--- config.mk ---
export PLATFORM = sky130hd
export DESIGN_NAME = rba_bank
export DESIGN_NICKNAME = d
export VERILOG_FILES = /design/src/rtl/rba_pkg.sv /design/src/rtl/rba_bank.sv /design/src/rtl/rba_latch_bit.sv
export SDC_FILE = /design/constraint.sdc
export NUM_CORES = 1
export LEC_CHECK = 0
export BUFFER_PORTS_ARGS = -buffer_cell sky130_fd_sc_hd__clkbuf_2
export CORE_ASPECT_RATIO = 1.1
export CORE_MARGIN = 2
export CORE_UTILIZATION = 55
export CTS_BUF_LIST = sky130_fd_sc_hd__clkbuf_8
export DETAILED_ROUTE_END_ITERATION = 6
export PLACE_DENSITY = 0.86
export SYNTH_ARGS = -nofsm -noshare
export SYNTH_HDL_FRONTEND = slang
export SYNTH_SLANG_ARGS = --single-unit
--- constraint.sdc ---
create_clock -name i_ref_clk -period 8.7 [get_ports i_ref_clk]
set_input_delay 1.305 -clock i_ref_clk [delete_from_list [all_inputs] [get_ports i_ref_clk]]
set_output_delay 1.305 -clock i_ref_clk [all_outputs]
set_load 0.02 [all_outputs]
--- src/rtl/rba_pkg.sv ---
// package for the register bit attribute bank: widths, resets, bit map, access types
package rba_pkg;
    // register data width of one management word
    localparam int RBA_DW = 16;
    // number of access paths that may reach the bank
    localparam int RBA_NPATH = 3;
    // address width of the bank
    localparam int RBA_AW = 3;
    // register index of each attribute register
    localparam logic [RBA_AW-1:0] RBA_IDX_RDONLY = 3'h0;
    localparam logic [RBA_AW-1:0] RBA_IDX_RDCLR = 3'h1;
    localparam logic [RBA_AW-1:0] RBA_IDX_WRONLY = 3'h2;
    localparam logic [RBA_AW-1:0] RBA_IDX_W1CLR = 3'h3;
    localparam logic [RBA_AW-1:0] RBA_IDX_LATLO = 3'h4;
    localparam logic [RBA_AW-1:0] RBA_IDX_LATHI = 3'h5;
    localparam logic [RBA_AW-1:0] RBA_IDX_SELFCLR = 3'h6;
    localparam logic [RBA_AW-1:0] RBA_IDX_RSV = 3'h7;
    // reset values
    localparam logic [RBA_DW-1:0] RBA_RST_ZERO = 16'h0000;
    localparam logic [RBA_DW-1:0] RBA_RST_ONES = 16'hFFFF;
    // path numbers
    localparam logic [1:0] RBA_PATH_SPI = 2'h0;
    localparam logic [1:0] RBA_PATH_I2C = 2'h1;
    localparam logic [1:0] RBA_PATH_INB = 2'h2;

    // one management access request from a path
    typedef struct packed {
        logic rd;
        logic wr;
        logic [RBA_AW-1:0] addr;
        logic [RBA_DW-1:0] wdata;
    } rba_req_t;

    // answer to an access
    typedef struct packed {
        logic ack;
        logic [RBA_DW-1:0] rdata;
    } rba_rsp_t;

    // arbiter state
    typedef enum logic [1:0] {
        RBA_ARB_IDLE = 2'b00,
        RBA_ARB_BUSY = 2'b01
    } rba_arb_t;
endpackage

--- src/rtl/rba_bank.sv ---
// register bank that implements the per-bit access attributes of the switch
//
// Overview of operation
// read-only bits return live value; writes are ignored.
// read-to-clear bits return contents, clear after the read, ignore writes.
// write-only bits accept writes; read data is unspecified, here zero.
// write-one-to-clear bits clear where one is written; zero leaves them.
// latch-low bits hold low until read, then follow the condition.
// latch-high bits hold high until read, then follow the condition.
// self-clearing bits fall to zero by themselves; zero writes ignored; readable.
// host writes zeros to reserved fields and ignores their read value.
// every register is reachable from management serial port and in-band port.
// a set event in the clearing cycle keeps the bit set.
// reset gives every bit its default; latched and self-clearing bits cleared.
//
// register map, one 16-bit word per index:
//   0 read-only live status, sampled every clock, so one cycle late
//   1 read-to-clear event capture
//   2 write-only control word, shown on o_wronly_ctrl
//   3 write-one-to-clear event capture
//   4 latch-low status, combined with the live condition
//   5 latch-high status, combined with the live condition
//   6 self-clearing command pulses, one cycle wide
//   7 reserved: reads zero, writes are dropped
//
// all paths share one read data register; only the winner sees ack,
// so a path must take its data in its own ack cycle or soon after
`timescale 1ns/1ps
module rba_bank
    import rba_pkg::*;
(
    // clock and reset
    input wire logic i_ref_clk,
    input wire logic i_rst,
    // access paths: spi, i2c, in-band
    input wire rba_req_t i_req [RBA_NPATH],
    output rba_rsp_t o_rsp [RBA_NPATH],
    // hardware status inputs
    input wire logic [RBA_DW-1:0] i_rdonly_status,
    input wire logic [RBA_DW-1:0] i_rdclr_event,
    input wire logic [RBA_DW-1:0] i_w1clr_event,
    input wire logic [RBA_DW-1:0] i_latlo_cond,
    input wire logic [RBA_DW-1:0] i_lathi_cond,
    // control outputs to the block logic
    output logic [RBA_DW-1:0] o_wronly_ctrl,
    output logic [RBA_DW-1:0] o_selfclr_pulse
);
    // ==========================================================
    // state
    // ==========================================================
    typedef struct packed {
        // arbiter phase and last winning path
        rba_arb_t arb;
        logic [1:0] last;
        // live status copy
        logic [RBA_DW-1:0] rdonly;
        // captured events, cleared by read
        logic [RBA_DW-1:0] rdclr;
        // control word written by the host
        logic [RBA_DW-1:0] wronly;
        // captured events, cleared by writing ones
        logic [RBA_DW-1:0] w1clr;
        // command pulses, zero again one cycle later
        logic [RBA_DW-1:0] selfclr;
        // answer to the paths
        logic [RBA_NPATH-1:0] ack;
        logic [RBA_DW-1:0] rdata;
    } rba_st_t;

    rba_st_t st_q;
    rba_st_t st_d;
    logic [RBA_DW-1:0] latlo_val;
    logic [RBA_DW-1:0] lathi_val;
    logic latlo_clr;
    logic lathi_clr;
    logic [1:0] grant;
    logic grant_ok;
    rba_req_t cur;
    logic [RBA_DW-1:0] rd_mux;

    // ==========================================================
    // latching status fields
    // ==========================================================
    // both latch kinds share one module so set-beats-clear is written once
    rba_latch_bit #(.LATCH_HIGH(1'b0)) u_latlo (
        .i_ref_clk(i_ref_clk),
        .i_rst(i_rst),
        .i_cond(i_latlo_cond),
        .i_rd_clr(latlo_clr),
        .o_val(latlo_val)
    );

    rba_latch_bit #(.LATCH_HIGH(1'b1)) u_lathi (
        .i_ref_clk(i_ref_clk),
        .i_rst(i_rst),
        .i_cond(i_lathi_cond),
        .i_rd_clr(lathi_clr),
        .o_val(lathi_val)
    );

    // ==========================================================
    // arbitration among paths
    // ==========================================================
    // round robin after the last winner so no path starves the others
    always_comb begin
        logic [1:0] idx;
        idx = '0;
        grant = st_q.last;
        grant_ok = 1'b0;
        for (int k = 1; k <= RBA_NPATH; k++) begin
            idx = 2'((int'(st_q.last) + k) % RBA_NPATH);
            if (!grant_ok && (i_req[idx].rd || i_req[idx].wr)) begin
                grant = idx;
                grant_ok = 1'b1;
            end
        end
    end

    // one access per two cycles: the busy cycle lets the requester drop its strobe
    assign cur = i_req[grant];
    // the latch is cleared only by the read that is actually taken
    assign latlo_clr = (st_q.arb == RBA_ARB_IDLE) && grant_ok && cur.rd
        && cur.addr == RBA_IDX_LATLO;
    assign lathi_clr = (st_q.arb == RBA_ARB_IDLE) && grant_ok && cur.rd
        && cur.addr == RBA_IDX_LATHI;

    // ==========================================================
    // read data selection
    // ==========================================================
    // write-only words read zero so no control value leaks to another path
    always_comb begin
        unique case (cur.addr)
            RBA_IDX_RDONLY: rd_mux = st_q.rdonly;
            RBA_IDX_RDCLR: rd_mux = st_q.rdclr;
            RBA_IDX_WRONLY: rd_mux = RBA_RST_ZERO;
            RBA_IDX_W1CLR: rd_mux = st_q.w1clr;
            RBA_IDX_LATLO: rd_mux = latlo_val;
            RBA_IDX_LATHI: rd_mux = lathi_val;
            RBA_IDX_SELFCLR: rd_mux = st_q.selfclr;
            RBA_IDX_RSV: rd_mux = RBA_RST_ZERO; // reserved reads zero
        endcase
    end

    // ==========================================================
    // next state
    // ==========================================================
    always_comb begin
        st_d = st_q;
        st_d.ack = '0;
        st_d.rdonly = i_rdonly_status;
        st_d.selfclr = RBA_RST_ZERO;
        st_d.rdclr = st_q.rdclr | i_rdclr_event;
        st_d.w1clr = st_q.w1clr | i_w1clr_event;
        unique case (st_q.arb)
            RBA_ARB_IDLE: begin
                if (grant_ok) begin
                    st_d.arb = RBA_ARB_BUSY;
                    st_d.last = grant;
                    st_d.ack[grant] = 1'b1;
                    if (cur.rd) begin
                        st_d.rdata = rd_mux;
                        if (cur.addr == RBA_IDX_RDCLR) begin
                            st_d.rdclr = i_rdclr_event;
                        end
                    end else begin
                        st_d.rdata = RBA_RST_ZERO;
                        // a fresh event wins over the clearing write
                        unique case (cur.addr)
                            RBA_IDX_WRONLY: st_d.wronly = cur.wdata;
                            RBA_IDX_W1CLR: st_d.w1clr = (st_q.w1clr & ~cur.wdata)
                                | i_w1clr_event;
                            RBA_IDX_SELFCLR: st_d.selfclr = cur.wdata;
                            default: st_d.wronly = st_q.wronly; // writes ignored
                        endcase
                    end
                end
            end
            RBA_ARB_BUSY: begin
                st_d.arb = RBA_ARB_IDLE;
            end
            default: begin
                st_d.arb = RBA_ARB_IDLE;
            end
        endcase
    end

    // ==========================================================
    // registers
    // ==========================================================
    always_ff @(posedge i_ref_clk or posedge i_rst) begin
        if (i_rst) begin
            st_q.arb <= RBA_ARB_IDLE;
            st_q.last <= RBA_PATH_INB;
            st_q.rdonly <= RBA_RST_ZERO;
            st_q.rdclr <= RBA_RST_ZERO;
            st_q.wronly <= RBA_RST_ZERO;
            st_q.w1clr <= RBA_RST_ZERO;
            st_q.selfclr <= RBA_RST_ZERO;
            st_q.ack <= '0;
            st_q.rdata <= RBA_RST_ZERO;
        end else begin
            st_q <= st_d;
        end
    end

    // outputs straight from flip-flops
    assign o_wronly_ctrl = st_q.wronly;
    assign o_selfclr_pulse = st_q.selfclr;
    for (genvar p = 0; p < RBA_NPATH; p++) begin : g_rsp
        assign o_rsp[p].ack = st_q.ack[p];
        assign o_rsp[p].rdata = st_q.rdata;
    end
endmodule

--- src/rtl/rba_latch_bit.sv ---
// one latching status field, latch low or latch high selected by parameter
`timescale 1ns/1ps
module rba_latch_bit
    import rba_pkg::*;
#(
    parameter bit LATCH_HIGH = 1'b1
) (
    // clock and reset
    input wire logic i_ref_clk,
    input wire logic i_rst,
    // live condition and clearing read
    input wire logic [RBA_DW-1:0] i_cond,
    input wire logic i_rd_clr,
    // visible value
    output logic [RBA_DW-1:0] o_val
);
    // state: latched event bits, one where an event has been caught
    typedef struct packed {
        logic [RBA_DW-1:0] held;
    } rba_lb_st_t;

    rba_lb_st_t st_q;
    rba_lb_st_t st_d;
    logic [RBA_DW-1:0] ev;

    // an event is the condition reaching the latching level
    assign ev = LATCH_HIGH ? i_cond : ~i_cond;

    // a read clears the latch, but an event in the same cycle keeps it
    always_comb begin
        st_d = st_q;
        if (i_rd_clr) begin
            st_d.held = ev;
        end else begin
            st_d.held = st_q.held | ev;
        end
    end

    // latched bits start cleared so the field follows the condition
    always_ff @(posedge i_ref_clk or posedge i_rst) begin
        if (i_rst) begin
            st_q <= '0;
        end else begin
            st_q <= st_d;
        end
    end

    // visible value is the held level or the live condition
    assign o_val = LATCH_HIGH ? (st_q.held | i_cond) : (~st_q.held & i_cond);
endmodule

After elaboration in Yosys (flattened, before gate mapping)
Index checks and enable logic that the tools add are counted.

Output and inout port bits: 83. Bits in registers: 135.

Eq/ne operators: 8. Magnitude comparators: 6. Mux-type cells: 34. Bitwise gates (word level): 15. Reduce and logical (&&, ||, !) cells: 17. Divide/modulo/power cells: 3. Add/subtract/negate cells: 3.

Operator list (number): binary-select mux 21 bit (select 2 bit) (4); two-way mux 21 bit (8); two-way mux 83 bit (2); two-way mux 16 bit (8); case mux 16 bit (7 select lines) (1); modulo 32 x 3 -> 32 bit (second input constant) (3); OR 16 bit (5); two-way mux 48 bit (1); inverter 16 bit (3); bitwise AND 16 bit (2); == test 3 bit (second input constant) (4); greater-or-equal comparator 3 bit (second input constant) (4); inverter 2 -> 3 bit (4); two-way mux 2 bit (4); logical AND 1 bit (7); adder 2 x 2 -> 3 bit (second input constant) (2); == test 3 x 2 -> 1 bit (second input constant) (2); two-way mux 1 bit (4); two-way mux 4 bit (1); AND reduction 4 bit (1); adder 2 x 1 -> 3 bit (second input constant) (1); == test 3 x 1 -> 1 bit (second input constant) (1); logical NOT 3 bit (1); logical OR 1 bit (3); other kinds (9) (10).

Depth between registers and ports, before layout
Gate-level depths: netlist of run 1.

Depth in word-level cells: 25. Depth in mapped cells: 16.

Cells and area by module
From an unflattened synthesis of run 1, not the netlist that was laid out.

Cell total of the unflattened synthesis: 670. Area total of the unflattened synthesis: 6932.9 µm².

Modules (own cells, without submodules): rba_bank (cells each 553, area an instance 5592.9 µm², times used 1, seq. area each 2553.7 µm²); rba_latch_bit (u_latlo) (cells each 66, area an instance 693.2 µm², times used 1, seq. area each 400.4 µm²); rba_latch_bit (u_lathi) (cells each 51, area an instance 646.9 µm², times used 1, seq. area each 400.4 µm²).

Least setup slack after synthesis of run 1
Ideal clock, no wire load.

Path type: input-to-reg. Start: input port i_req[40] in the netlist's numbering. End: register u_latlo.st_q[10] in the netlist's numbering. Slack: 4.748 ns. Arrival: 3.836 ns. Stages on the path: 12. Data required time: 8.584 ns. Path through: nor2_1 > a211oi_1 > or3_1 > a211o_1 > a2bb2oi_1 > o41a_1 > buf_4 > buf_4 > nand4_1 > buf_4 > nand2_1 > nand2_1.

RTL lines: start, declared (RTL line rba_bank.sv:36) `input wire rba_req_t i_req [RBA_NPATH],`; end signal, assigned (RTL line rba_latch_bit.sv:44) `st_q <= st_d;`; end, declared (RTL line rba_latch_bit.sv:22) `rba_lb_st_t st_q;`.

==> run metrics, run 1 <==
DRT Pass-1 Iters=5; # port buffers=227; Slew Limit Fails=0; # DRC=0; Worst VDD drop=0.296 mV; Slew @ Worst Pin=1.06 ns; Boundary Pins=228; Seq/Total Area, Yosys=48.5%; Post-CTS Setup Bufs=0; routed vias/inst=5.81; LEAKAGE=3.71 nW; Setup TNS=0 ns; fmax=203 MHz; DR WL/cell=18.8 µm; largest net degree at the start of global routing=85; Fill cells=1011; Setup WS pre-CTS=3.41 ns; cell taking the most area after synthesis=dfrtp_1; Pwr Density=428 nW/µm²; GRT Overall Usage=28.4%; Logic pwr share=58.0%; critical path class=primary input to register; fin worst setup slack=3.78 ns; count of final setup violators=0; Final nets=986; cell area after synthesis=6920 µm²; Final Hold Vio Count=0; starting DRC count in detailed routing=392; die width=111 µm; RSZ-0062 raised after global routing=no; Area Growth Syn to Fin=14.8%; Post-Synthesis Cells=704; CP endpoint kind=register; CP max FO=21; Die H=122 µm; CTS sink count=134; share of layout cells above drive strength 1=34.3%; ys flop type=dfrtp_1; Hold Buf Count CTS=0; clock latency at the later pin of the worst-skew pair=0.44 ns; vias=5825; # rows=42; number of global-route vias before repair=5630; Sw Pwr=0.00165 W; Sw Share=48.5%; Starting Density=57.0%; ANT nets after route=0; CTS resizes=0; n_diodes=0; Arrival @ worst endpoint=5.24 ns; top cells by area, synth=dfrtp_1 (48%), buf_4 (9.4%), nand2_1 (6.1%), a21o_1 (3.9%), a21oi_1 (2.3%); CTS tree=done; gr ovfl total=0; minimum clock period=4.92 ns; Die ar.=13500 µm²; root buf cell=clkbuf_8; Mean Syn Cell Area=9.83 µm²; initial antenna violation count=0; share of the synthesized area in the top cell type=48.1%; clk_skew=0.00947 ns; #FFs+latches synth=134; Post-synth ARST share=100%; status=finished clean; final period utilization=56.5%; Core Area=12100 µm²; clock slew at reported path FFs=0.07 ns; Yosys warnings=0; first-pass GRT wire length=29800 µm; most instantiated library cell after synthesis=dfrtp_1; Rel. slew slack=29.3%; Seq pwr share=25.6%; Startpoint Class=primary input; Max clock buf depth=2; clock power share=16.4%; Hold Path Class=register to register; syn nets=853; Post-synth top cells=dfrtp_1 (133), nand2_1 (113), buf_4 (87); hpwl dp=13800 µm; final RePlAce weighted congestion=0.906; Worst EP required=9.02 ns; H-tree depth=4; max-cap viol count=0; internal power=0.00175 W; Post-synth EDFFs=0; post-synth cell types=50; CTS buffer count=17; routed wire length=18900 µm
## layout make-up
type | instances | area, µm² | share of cell area, %
inverter | 5 | 23.8 | 0.299
clock inverter | 13 | 179 | 2.25
clock buffer | 18 | 248 | 3.12
tap | 154 | 193 | 2.43
multi-input combinational | 444 | 2750 | 34.6
sequential | 134 | 3350 | 42.2
timing repair buffer | 235 | 1200 | 15.1
## flip-flops by register name, summed over array words and instances, names as in the netlist
signal,count
u_lathi.st_q,16
o_selfclr_pulse,16
u_latlo.st_q,16
o_wronly_ctrl,16
o_rsp,19
st_q,51
## stage by stage
step | area [µm²] | utilization (%) | power [W] | std cells | hold slack, ns
global route | 7940 | 65.4 | 0.00363 | 1003 | 0.495
finish | 7940 | 65.4 | 0.00340 | 1003 | 0.481
CTS | 7940 | 65.4 | 0.00338 | 1003 | 0.482
global placement | 7520 | 61.9 | 0.00280 | 972 | 0.457
detailed placement | 7520 | 61.9 | 0.00281 | 972 | 0.464
floorplan | 6920 | - | 0.00244 | 704 | 0.447
## placed cells by master, fill, tap and decap left out, types with 8 or more instances in the layout
cell and n:
a21oi_1 32, dfrtp_1 133, o41ai_1 16, a21o_1 36, o22ai_1 16, o21ai_0 10, buf_4 8, a211oi_2 12
a211oi_1 10, nor2_1 40, o21ai_1 26, clkbuf_8 18, a221oi_1 16, nor3b_1 17, nand2_1 113, nand2b_1 16
clkbuf_2 227, and2_1 18, o311a_1 16
## critical path, stage by stage
cell      delay (ns)
clkbuf_2        0.10
o21ai_0         0.59
o21ai_0         0.23
a31o_2          0.32
nand2_1         0.50
nand4_1         0.25
a21oi_2         0.74
nand4_1         0.79
a21o_1          0.40
## power groups by stage
stage / clock (W) / sequential [W] / combinational [W]
after floorplan: 0 / 0.000841 / 0.00160
after global placement: 0 / 0.000871 / 0.00192
after detailed placement: 0 / 0.000874 / 0.00194
after CTS: 0.000568 / 0.000867 / 0.00195
after global routing: 0.000598 / 0.000884 / 0.00215
final: 0.000558 / 0.000869 / 0.00197
## per-layer routing
metal  global-route usage, %  wire, µm
met1                    38.8      8000
met2                    44.7      8790
met3                    5.87      1480
met4                    12.1       595
met5                       0         0
## logic make-up (layout without fill, tap and decap cells)
kind of cell	after synthesis	in the layout	synth area share, %
buffers and inverters	126	271	11.8
adders and majority gates	4	4	0.723
and+or+nand+nor	228	228	15.7
DFF	134	134	48.5
AOI/OAI and AO/OA	212	212	23.2
## worst paths after layout
| path | from | endpoint | slack [ns] | depth (start not counted) |
|---|---|---|---|---|
| max | i_req[20] | u_lathi.st_q[14]$_DFF_PP0_ | 3.78 | 9 |
| min | u_latlo.st_q[14]$_DFF_PP0_ | u_latlo.st_q[14]$_DFF_PP0_ | 0.48 | 2 |
| max reg2reg | st_q[100]$_DFFE_PP1P_ | u_lathi.st_q[14]$_DFF_PP0_ | 4.04 | 10 |
| min reg2reg | u_latlo.st_q[14]$_DFF_PP0_ | u_latlo.st_q[14]$_DFF_PP0_ | 0.48 | 2 |
| max in group asynchronous | i_rst | o_rsp[8]$_DFFE_PP0P_ | 6.42 | 3 |
| min in group asynchronous | i_rst | st_q[69]$_DFF_PP0_ | 0.88 | 2 |
Power figures use the tool's default switching activity.
==> run 2, diff against run 1 <==
--- a/config.mk
+++ b/config.mk
@@ -5,13 +5,14 @@
 export SDC_FILE = /design/constraint.sdc
 export NUM_CORES = 1
 export LEC_CHECK = 0
+export ABC_AREA = 1
 export BUFFER_PORTS_ARGS = -buffer_cell sky130_fd_sc_hd__clkbuf_2
 export CORE_ASPECT_RATIO = 1.1
 export CORE_MARGIN = 2
-export CORE_UTILIZATION = 55
+export CORE_UTILIZATION = 48
 export CTS_BUF_LIST = sky130_fd_sc_hd__clkbuf_8
 export DETAILED_ROUTE_END_ITERATION = 6
-export PLACE_DENSITY = 0.86
+export PLACE_DENSITY = 0.78
 export SYNTH_ARGS = -nofsm -noshare
 export SYNTH_HDL_FRONTEND = slang
 export SYNTH_SLANG_ARGS = --single-unit
==> constraint.sdc (replaced) <==
create_clock -name i_ref_clk -period 4.11 [get_ports i_ref_clk]
set_input_delay 0.6165 -clock i_ref_clk [delete_from_list [all_inputs] [get_ports i_ref_clk]]
set_output_delay 0.6165 -clock i_ref_clk [all_outputs]
set_load 0.02 [all_outputs]
==> run 2 against run 1 <==
Net effect:
- design area grew 5.6%
- synthesized cell count rose by 28%
- sequential share of layout area down 2.2 points
- cell count up 24%
- first-iteration DRC count is 5.4% lower
- count of clock-buffer cells in the layout is 4 higher
- clock skew rose by 0.0041 ns
- non-clock buffer count is the same
- via count increased by 7.7%
- critical endpoint is now u_lathi.st_q[2]$_DFF_PP0_
==> run metrics, run 2 <==
starting DRC count in detailed routing=371; clock latency at the later pin of the worst-skew pair=0.44 ns; H-tree depth=4; RSZ-0062 raised after global routing=no; largest net degree at the start of global routing=63; n_diodes=0; syn nets=1052; clk_skew=0.0135 ns; final core occ=55.5%; initial antenna violation count=0; CTS resizes=0; gr ovfl total=0; commonest cells after routing, fill and taps aside=clkbuf_2 (227), nand2_1 (219), dfrtp_1 (133); Slew @ Worst Pin=0.852 ns; cell taking the most area after synthesis=dfrtp_1; ANT nets after route=0; Fill cells=1441; Setup WS pre-CTS=0.611 ns; CP max FO=19; GRT Overall Usage=24.7%; Hold Path Class=primary input to register; Slew Limit Fails=0; DR WL/cell=15.9 µm; DRT Pass-1 Iters=5; ys flop type=dfrtp_1; top cells by area, synth=dfrtp_1 (45%), nand2_1 (11%), buf_4 (9.0%), inv_1 (4.1%), nor2_1 (3.4%); Startpoint Class=register; Multi-input gate area=2830 µm²; Starting Density=49.2%; hpwl dp=15400 µm; share of layout cells above drive strength 1=30.2%; Final Hold Vio Count=0; Rel. slew slack=43.1%; Die ar.=16500 µm²; count of final setup violators=0; number of global-route vias before repair=6058; Final nets=1187; CTS sink count=134; most instantiated library cell after synthesis=nand2_1; vias=6272; status=finished clean; CTS buffer count=17; Worst EP required=4.41 ns; Max clock buf depth=2; Largest register FFs=51; # DRC=0; die width=123 µm; final RePlAce weighted congestion=0.889; Post-CTS Setup Bufs=0; Post-synth EDFFs=0; Area Growth Syn to Fin=12.8%; fmax=282 MHz; Hold Buf Count CTS=0; clock slew at reported path FFs=0.07 ns; Core Area=15100 µm²; fin worst setup slack=0.567 ns; CP endpoint kind=register; Mean Syn Cell Area=8.23 µm²; Post-synth top cells=nand2_1 (219), dfrtp_1 (133), buf_4 (89); minimum clock period=3.54 ns; routed vias/inst=5.04; root buf cell=clkbuf_8; share of the synthesized area in the top cell type=44.8%; Boundary Pins=228; cell area after synthesis=7430 µm²; routed wire length=19800 µm; final period utilization=86.2%; max-cap viol count=0; commonest non-fill, non-tap cell in the layout=clkbuf_2; post-synth cell types=33; Post-synth ARST share=100%; FF+latch area=3350 µm²; CTS tree=done; worst hold slack=0.277 ns; Arrival @ worst endpoint=3.85 ns; #FFs+latches synth=134; Post-Synthesis Cells=903; # rows=47; Setup TNS=0 ns; # port buffers=227; Die H=135 µm; first-pass GRT wire length=30800 µm; worst hold stages=1; Largest Register=st_q; critical path class=register to register; Seq/Total Area, Yosys=45.1%; Yosys warnings=0; cells on worst reg2reg path=17
==> run 2: changes by cell type in the layout (fill, tap and decap cells not counted), sizes merged, moves of 18 or more <==
| cell | previous run | this run |
|---|---|---|
| and2 | 18 | 0 |
| a211oi | 22 | 0 |
| nand4 | 5 | 35 |
| nand2 | 114 | 231 |
| nand3 | 4 | 53 |
| a21o | 36 | 16 |
| nor2 | 42 | 80 |
| inv | 8 | 97 |
| o21bai | 0 | 18 |
| nor3 | 6 | 33 |
==> run 2: final cells by class <==
class / instances / share of cell area [%]
clock buffer: 22 / 3.61
clock inverter: 8 / 1.00
inverter: 94 / 4.31
multi-input combinational: 556 / 33.7
sequential: 134 / 40.0
tap: 196 / 2.92
timing repair buffer: 235 / 14.4
==> run 2: cell families (layout without fill, tap and decap cells) <==
kind of cell / Yosys count / after routing / synth area share (%)
and+or+nand+nor: 432 / 432 / 28.1
buffers and inverters: 213 / 359 / 16.8
DFF: 134 / 134 / 45.1
AOI/OAI and AO/OA: 120 / 120 / 9.33
adders and majority gates: 4 / 4 / 0.673
==> run 2: critical path, stage by stage, from the launching register on <==
cell and delay [ns]:
dfrtp_1 0.42, inv_1 0.11, ha_1 0.38, inv_2 0.12, o21ai_1 0.08, nand2_2 0.08, nand3_4 0.10, nand3_1 0.10
nand2_1 0.07, o21ai_2 0.35, buf_4 0.22, o21ai_0 0.09, o21ai_1 0.12, o21ai_2 0.11, inv_2 0.06, nand2_2 0.25
nor2_2 0.58, o21ai_0 0.16
==> run 2: metrics by stage <==
| stage | area [µm²] | cells |
|---|---|---|
| finish | 8390 | 1245 |
| CTS | 8390 | 1245 |
| global placement | 8000 | 1215 |
| floorplan | 7440 | 903 |
| detailed placement | 8000 | 1215 |
| global route | 8390 | 1245 |
==> run 2: final timing paths <==
| check | start | slack, ns | endpoint |
|---|---|---|---|
| max in group asynchronous | i_rst | 2.83 | u_latlo.st_q[11]$_DFF_PP0_ |
| min reg2reg | st_q[46]$_DFF_PP0_ | 0.48 | st_q[46]$_DFF_PP0_ |
| min in group asynchronous | i_rst | 0.33 | o_rsp[16]$_DFF_PP0_ |
| max reg2reg | st_q[99]$_DFFE_PP0P_ | 0.57 | u_lathi.st_q[2]$_DFF_PP0_ |
| max | st_q[99]$_DFFE_PP0P_ | 0.57 | u_lathi.st_q[2]$_DFF_PP0_ |
| min | i_rdonly_status[10] | 0.28 | st_q[93]$_DFF_PP0_ |
==> run 2: metal layers <==
layer / share of wire [%] / track usage, % / vias to the layer above
met5: 0 / 0 / -
li1: - / - / 3082
met3: 6.4 / 5.07 / 39
met4: 2.5 / 8.24 / 0
met1: 42 / 32.3 / 2907
met2: 49 / 40.9 / 244
Power of run 2 is left out: the tool's default activity adds up to more than one toggle a clock period on the data nets, which glitch-free logic cannot reach.
==> run 3, diff against run 2 <==
--- a/config.mk
+++ b/config.mk
@@ -12,7 +12,7 @@
 export CORE_UTILIZATION = 48
 export CTS_BUF_LIST = sky130_fd_sc_hd__clkbuf_8
 export DETAILED_ROUTE_END_ITERATION = 6
-export PLACE_DENSITY = 0.78
+export PLACE_DENSITY_LB_ADDON = 0.12
 export SYNTH_ARGS = -nofsm -noshare
 export SYNTH_HDL_FRONTEND = slang
 export SYNTH_SLANG_ARGS = --single-unit
==> run 3 against run 2 <==
Net effect:
- clock skew decreased by 0.0045 ns
- maximum frequency rose by 2.1%
- global-route usage about the same
- first-iteration DRC count grew 1.1%
- highest routed layer unchanged
- via count shrank 2.0%
==> run metrics, run 3 (synthesis results as in run 2) <==
Die H=135 µm; Top delay family on crit path=simple AND/OR/NAND/NOR gates; Slew @ Worst Pin=0.896 ns; # port buffers=227; RSZ-0062 raised after global routing=no; share of layout cells above drive strength 1=30.7%; Slew Limit Fails=0; Non-Filler Instances=1251; met3 Use GR=5.91%; hold path start=i_rdonly_status[8]; worst hold stages=1; fmax=288 MHz; number of global-route vias before repair=5878; CP max FO=24; initial antenna violation count=0; H-tree depth=4; clock latency at the later pin of the worst-skew pair=0.45 ns; slowest CP cell=nor3_4; Die ar.=16500 µm²; critical path class=register to register; cells on worst reg2reg path=14; Final Hold Vio Count=0; CTS buffer count=17; Post-CTS Setup Bufs=0; Critical R2R Capture=st_q[37]$_DFF_PP0_; first-pass GRT wire length=30700 µm; n_diodes=0; CP dominant cell by count=nand3_4; DRT Pass-1 Iters=5; vias=6146; largest net degree at the start of global routing=76; grt met1 use=32.5%; starting DRC count in detailed routing=375; commonest non-fill, non-tap cell in the layout=clkbuf_2; Final nets=1191; routed vias/inst=4.91; Area Growth Syn to Fin=13.6%; Worst EP required=4.46 ns; Hold Path Class=primary input to register; R2R setup slack=0.64 ns; root buf cell=clkbuf_8; CP endpoint kind=register; Hold Buf Count CTS=0; Rel. slew slack=40.1%; GRT Overall Usage=24.7%; # rows=47; final RePlAce weighted congestion=0.839; CTS resizes=0; Core Area=15100 µm²; max-cap viol count=0; RR Startpoint=st_q[99]$_DFFE_PP0P_; Buf/Inv on CP=3; hpwl dp=15000 µm; Max stage delay on crit path=0.53 ns; Startpoint Class=register; Largest register FFs=51; minimum clock period=3.47 ns; status=finished clean; Max clock buf depth=2; Starting Density=49.2%; die width=123 µm; global route hottest layer=met2; gr ovfl total=0; Largest Register=st_q; Boundary Pins=228; # DRC=0; Setup TNS=0 ns; count of final setup violators=0; routed wire length=19700 µm; DR WL/cell=15.8 µm; met2 Resource Use GR=40.7%; CP cell instances=inv_1, ha_1, inv_2, o21ai_1, nand2_2, nand3_4, nand3_1, nand3_2, nand4_1, nand3_4, buf_4, nor3_4, nand2_1, a21o_1; Placed Cells incl. Taps=1219; CTS tree=done; destination of the worst hold path=st_q[91]$_DFF_PP0_; clk_skew=0.00904 ns; CTS sink count=134; final period utilization=84.5%; clock slew at reported path FFs=0.08 ns; commonest cells after routing, fill and taps aside=clkbuf_2 (227), nand2_1 (219), dfrtp_1 (133); ANT nets after route=0; Arrival @ worst endpoint=3.82 ns
-- run 3: worst max-delay path by stage --
stage | cells after the start | from | end
after floorplan | 17 | st_q[100]$_DFFE_PP1P_ | st_q[44]$_DFF_PP0_
after global placement | 14 | st_q[99]$_DFFE_PP0P_ | st_q[39]$_DFF_PP0_
after detailed placement | 17 | st_q[100]$_DFFE_PP1P_ | u_lathi.st_q[15]$_DFF_PP0_
after CTS | 17 | st_q[100]$_DFFE_PP1P_ | u_lathi.st_q[15]$_DFF_PP0_
after global routing | 18 | st_q[100]$_DFFE_PP1P_ | st_q[78]$_DFF_PP0_
final | 14 | st_q[99]$_DFFE_PP0P_ | st_q[37]$_DFF_PP0_
-- run 3: cell type report --
cell class	count	area [µm²]
timing repair buffer	239	1240
clock buffer	20	275
multi-input combinational	556	2830
tap	196	245
clock inverter	12	136
fill	1463	6670
sequential	134	3350
inverter	94	362
-- run 3: stage by stage --
step / instance area (µm²) / util (%) / setup WS (ns) / hold WS [ns]
floorplan: 7440 / - / 1.47 / 0.451
global placement: 8030 / 53.1 / 0.747 / 0.464
detailed placement: 8030 / 53.1 / 0.676 / 0.470
CTS: 8440 / 55.9 / 0.646 / 0.245
global route: 8440 / 55.9 / 0.349 / 0.249
finish: 8440 / 55.9 / 0.638 / 0.264
-- run 3: worst register-to-register path, stage by stage (launching register included) --
cell and delay, ns:
dfrtp_1 0.40, inv_1 0.09, ha_1 0.36, inv_2 0.11, o21ai_1 0.09, nand2_2 0.08, nand3_4 0.10, nand3_1 0.12
nand3_2 0.26, nand4_1 0.26, nand3_4 0.31, buf_4 0.32, nor3_4 0.53, nand2_1 0.16, a21o_1 0.18
-- run 3: metal layers --
metal	part of all wire, %	vias to the layer above
met4	1.7	0
met5	0	-
met2	49	197
li1	-	3098
met1	44	2826
met3	5.0	25
Power of run 3 is left out for the same reason.
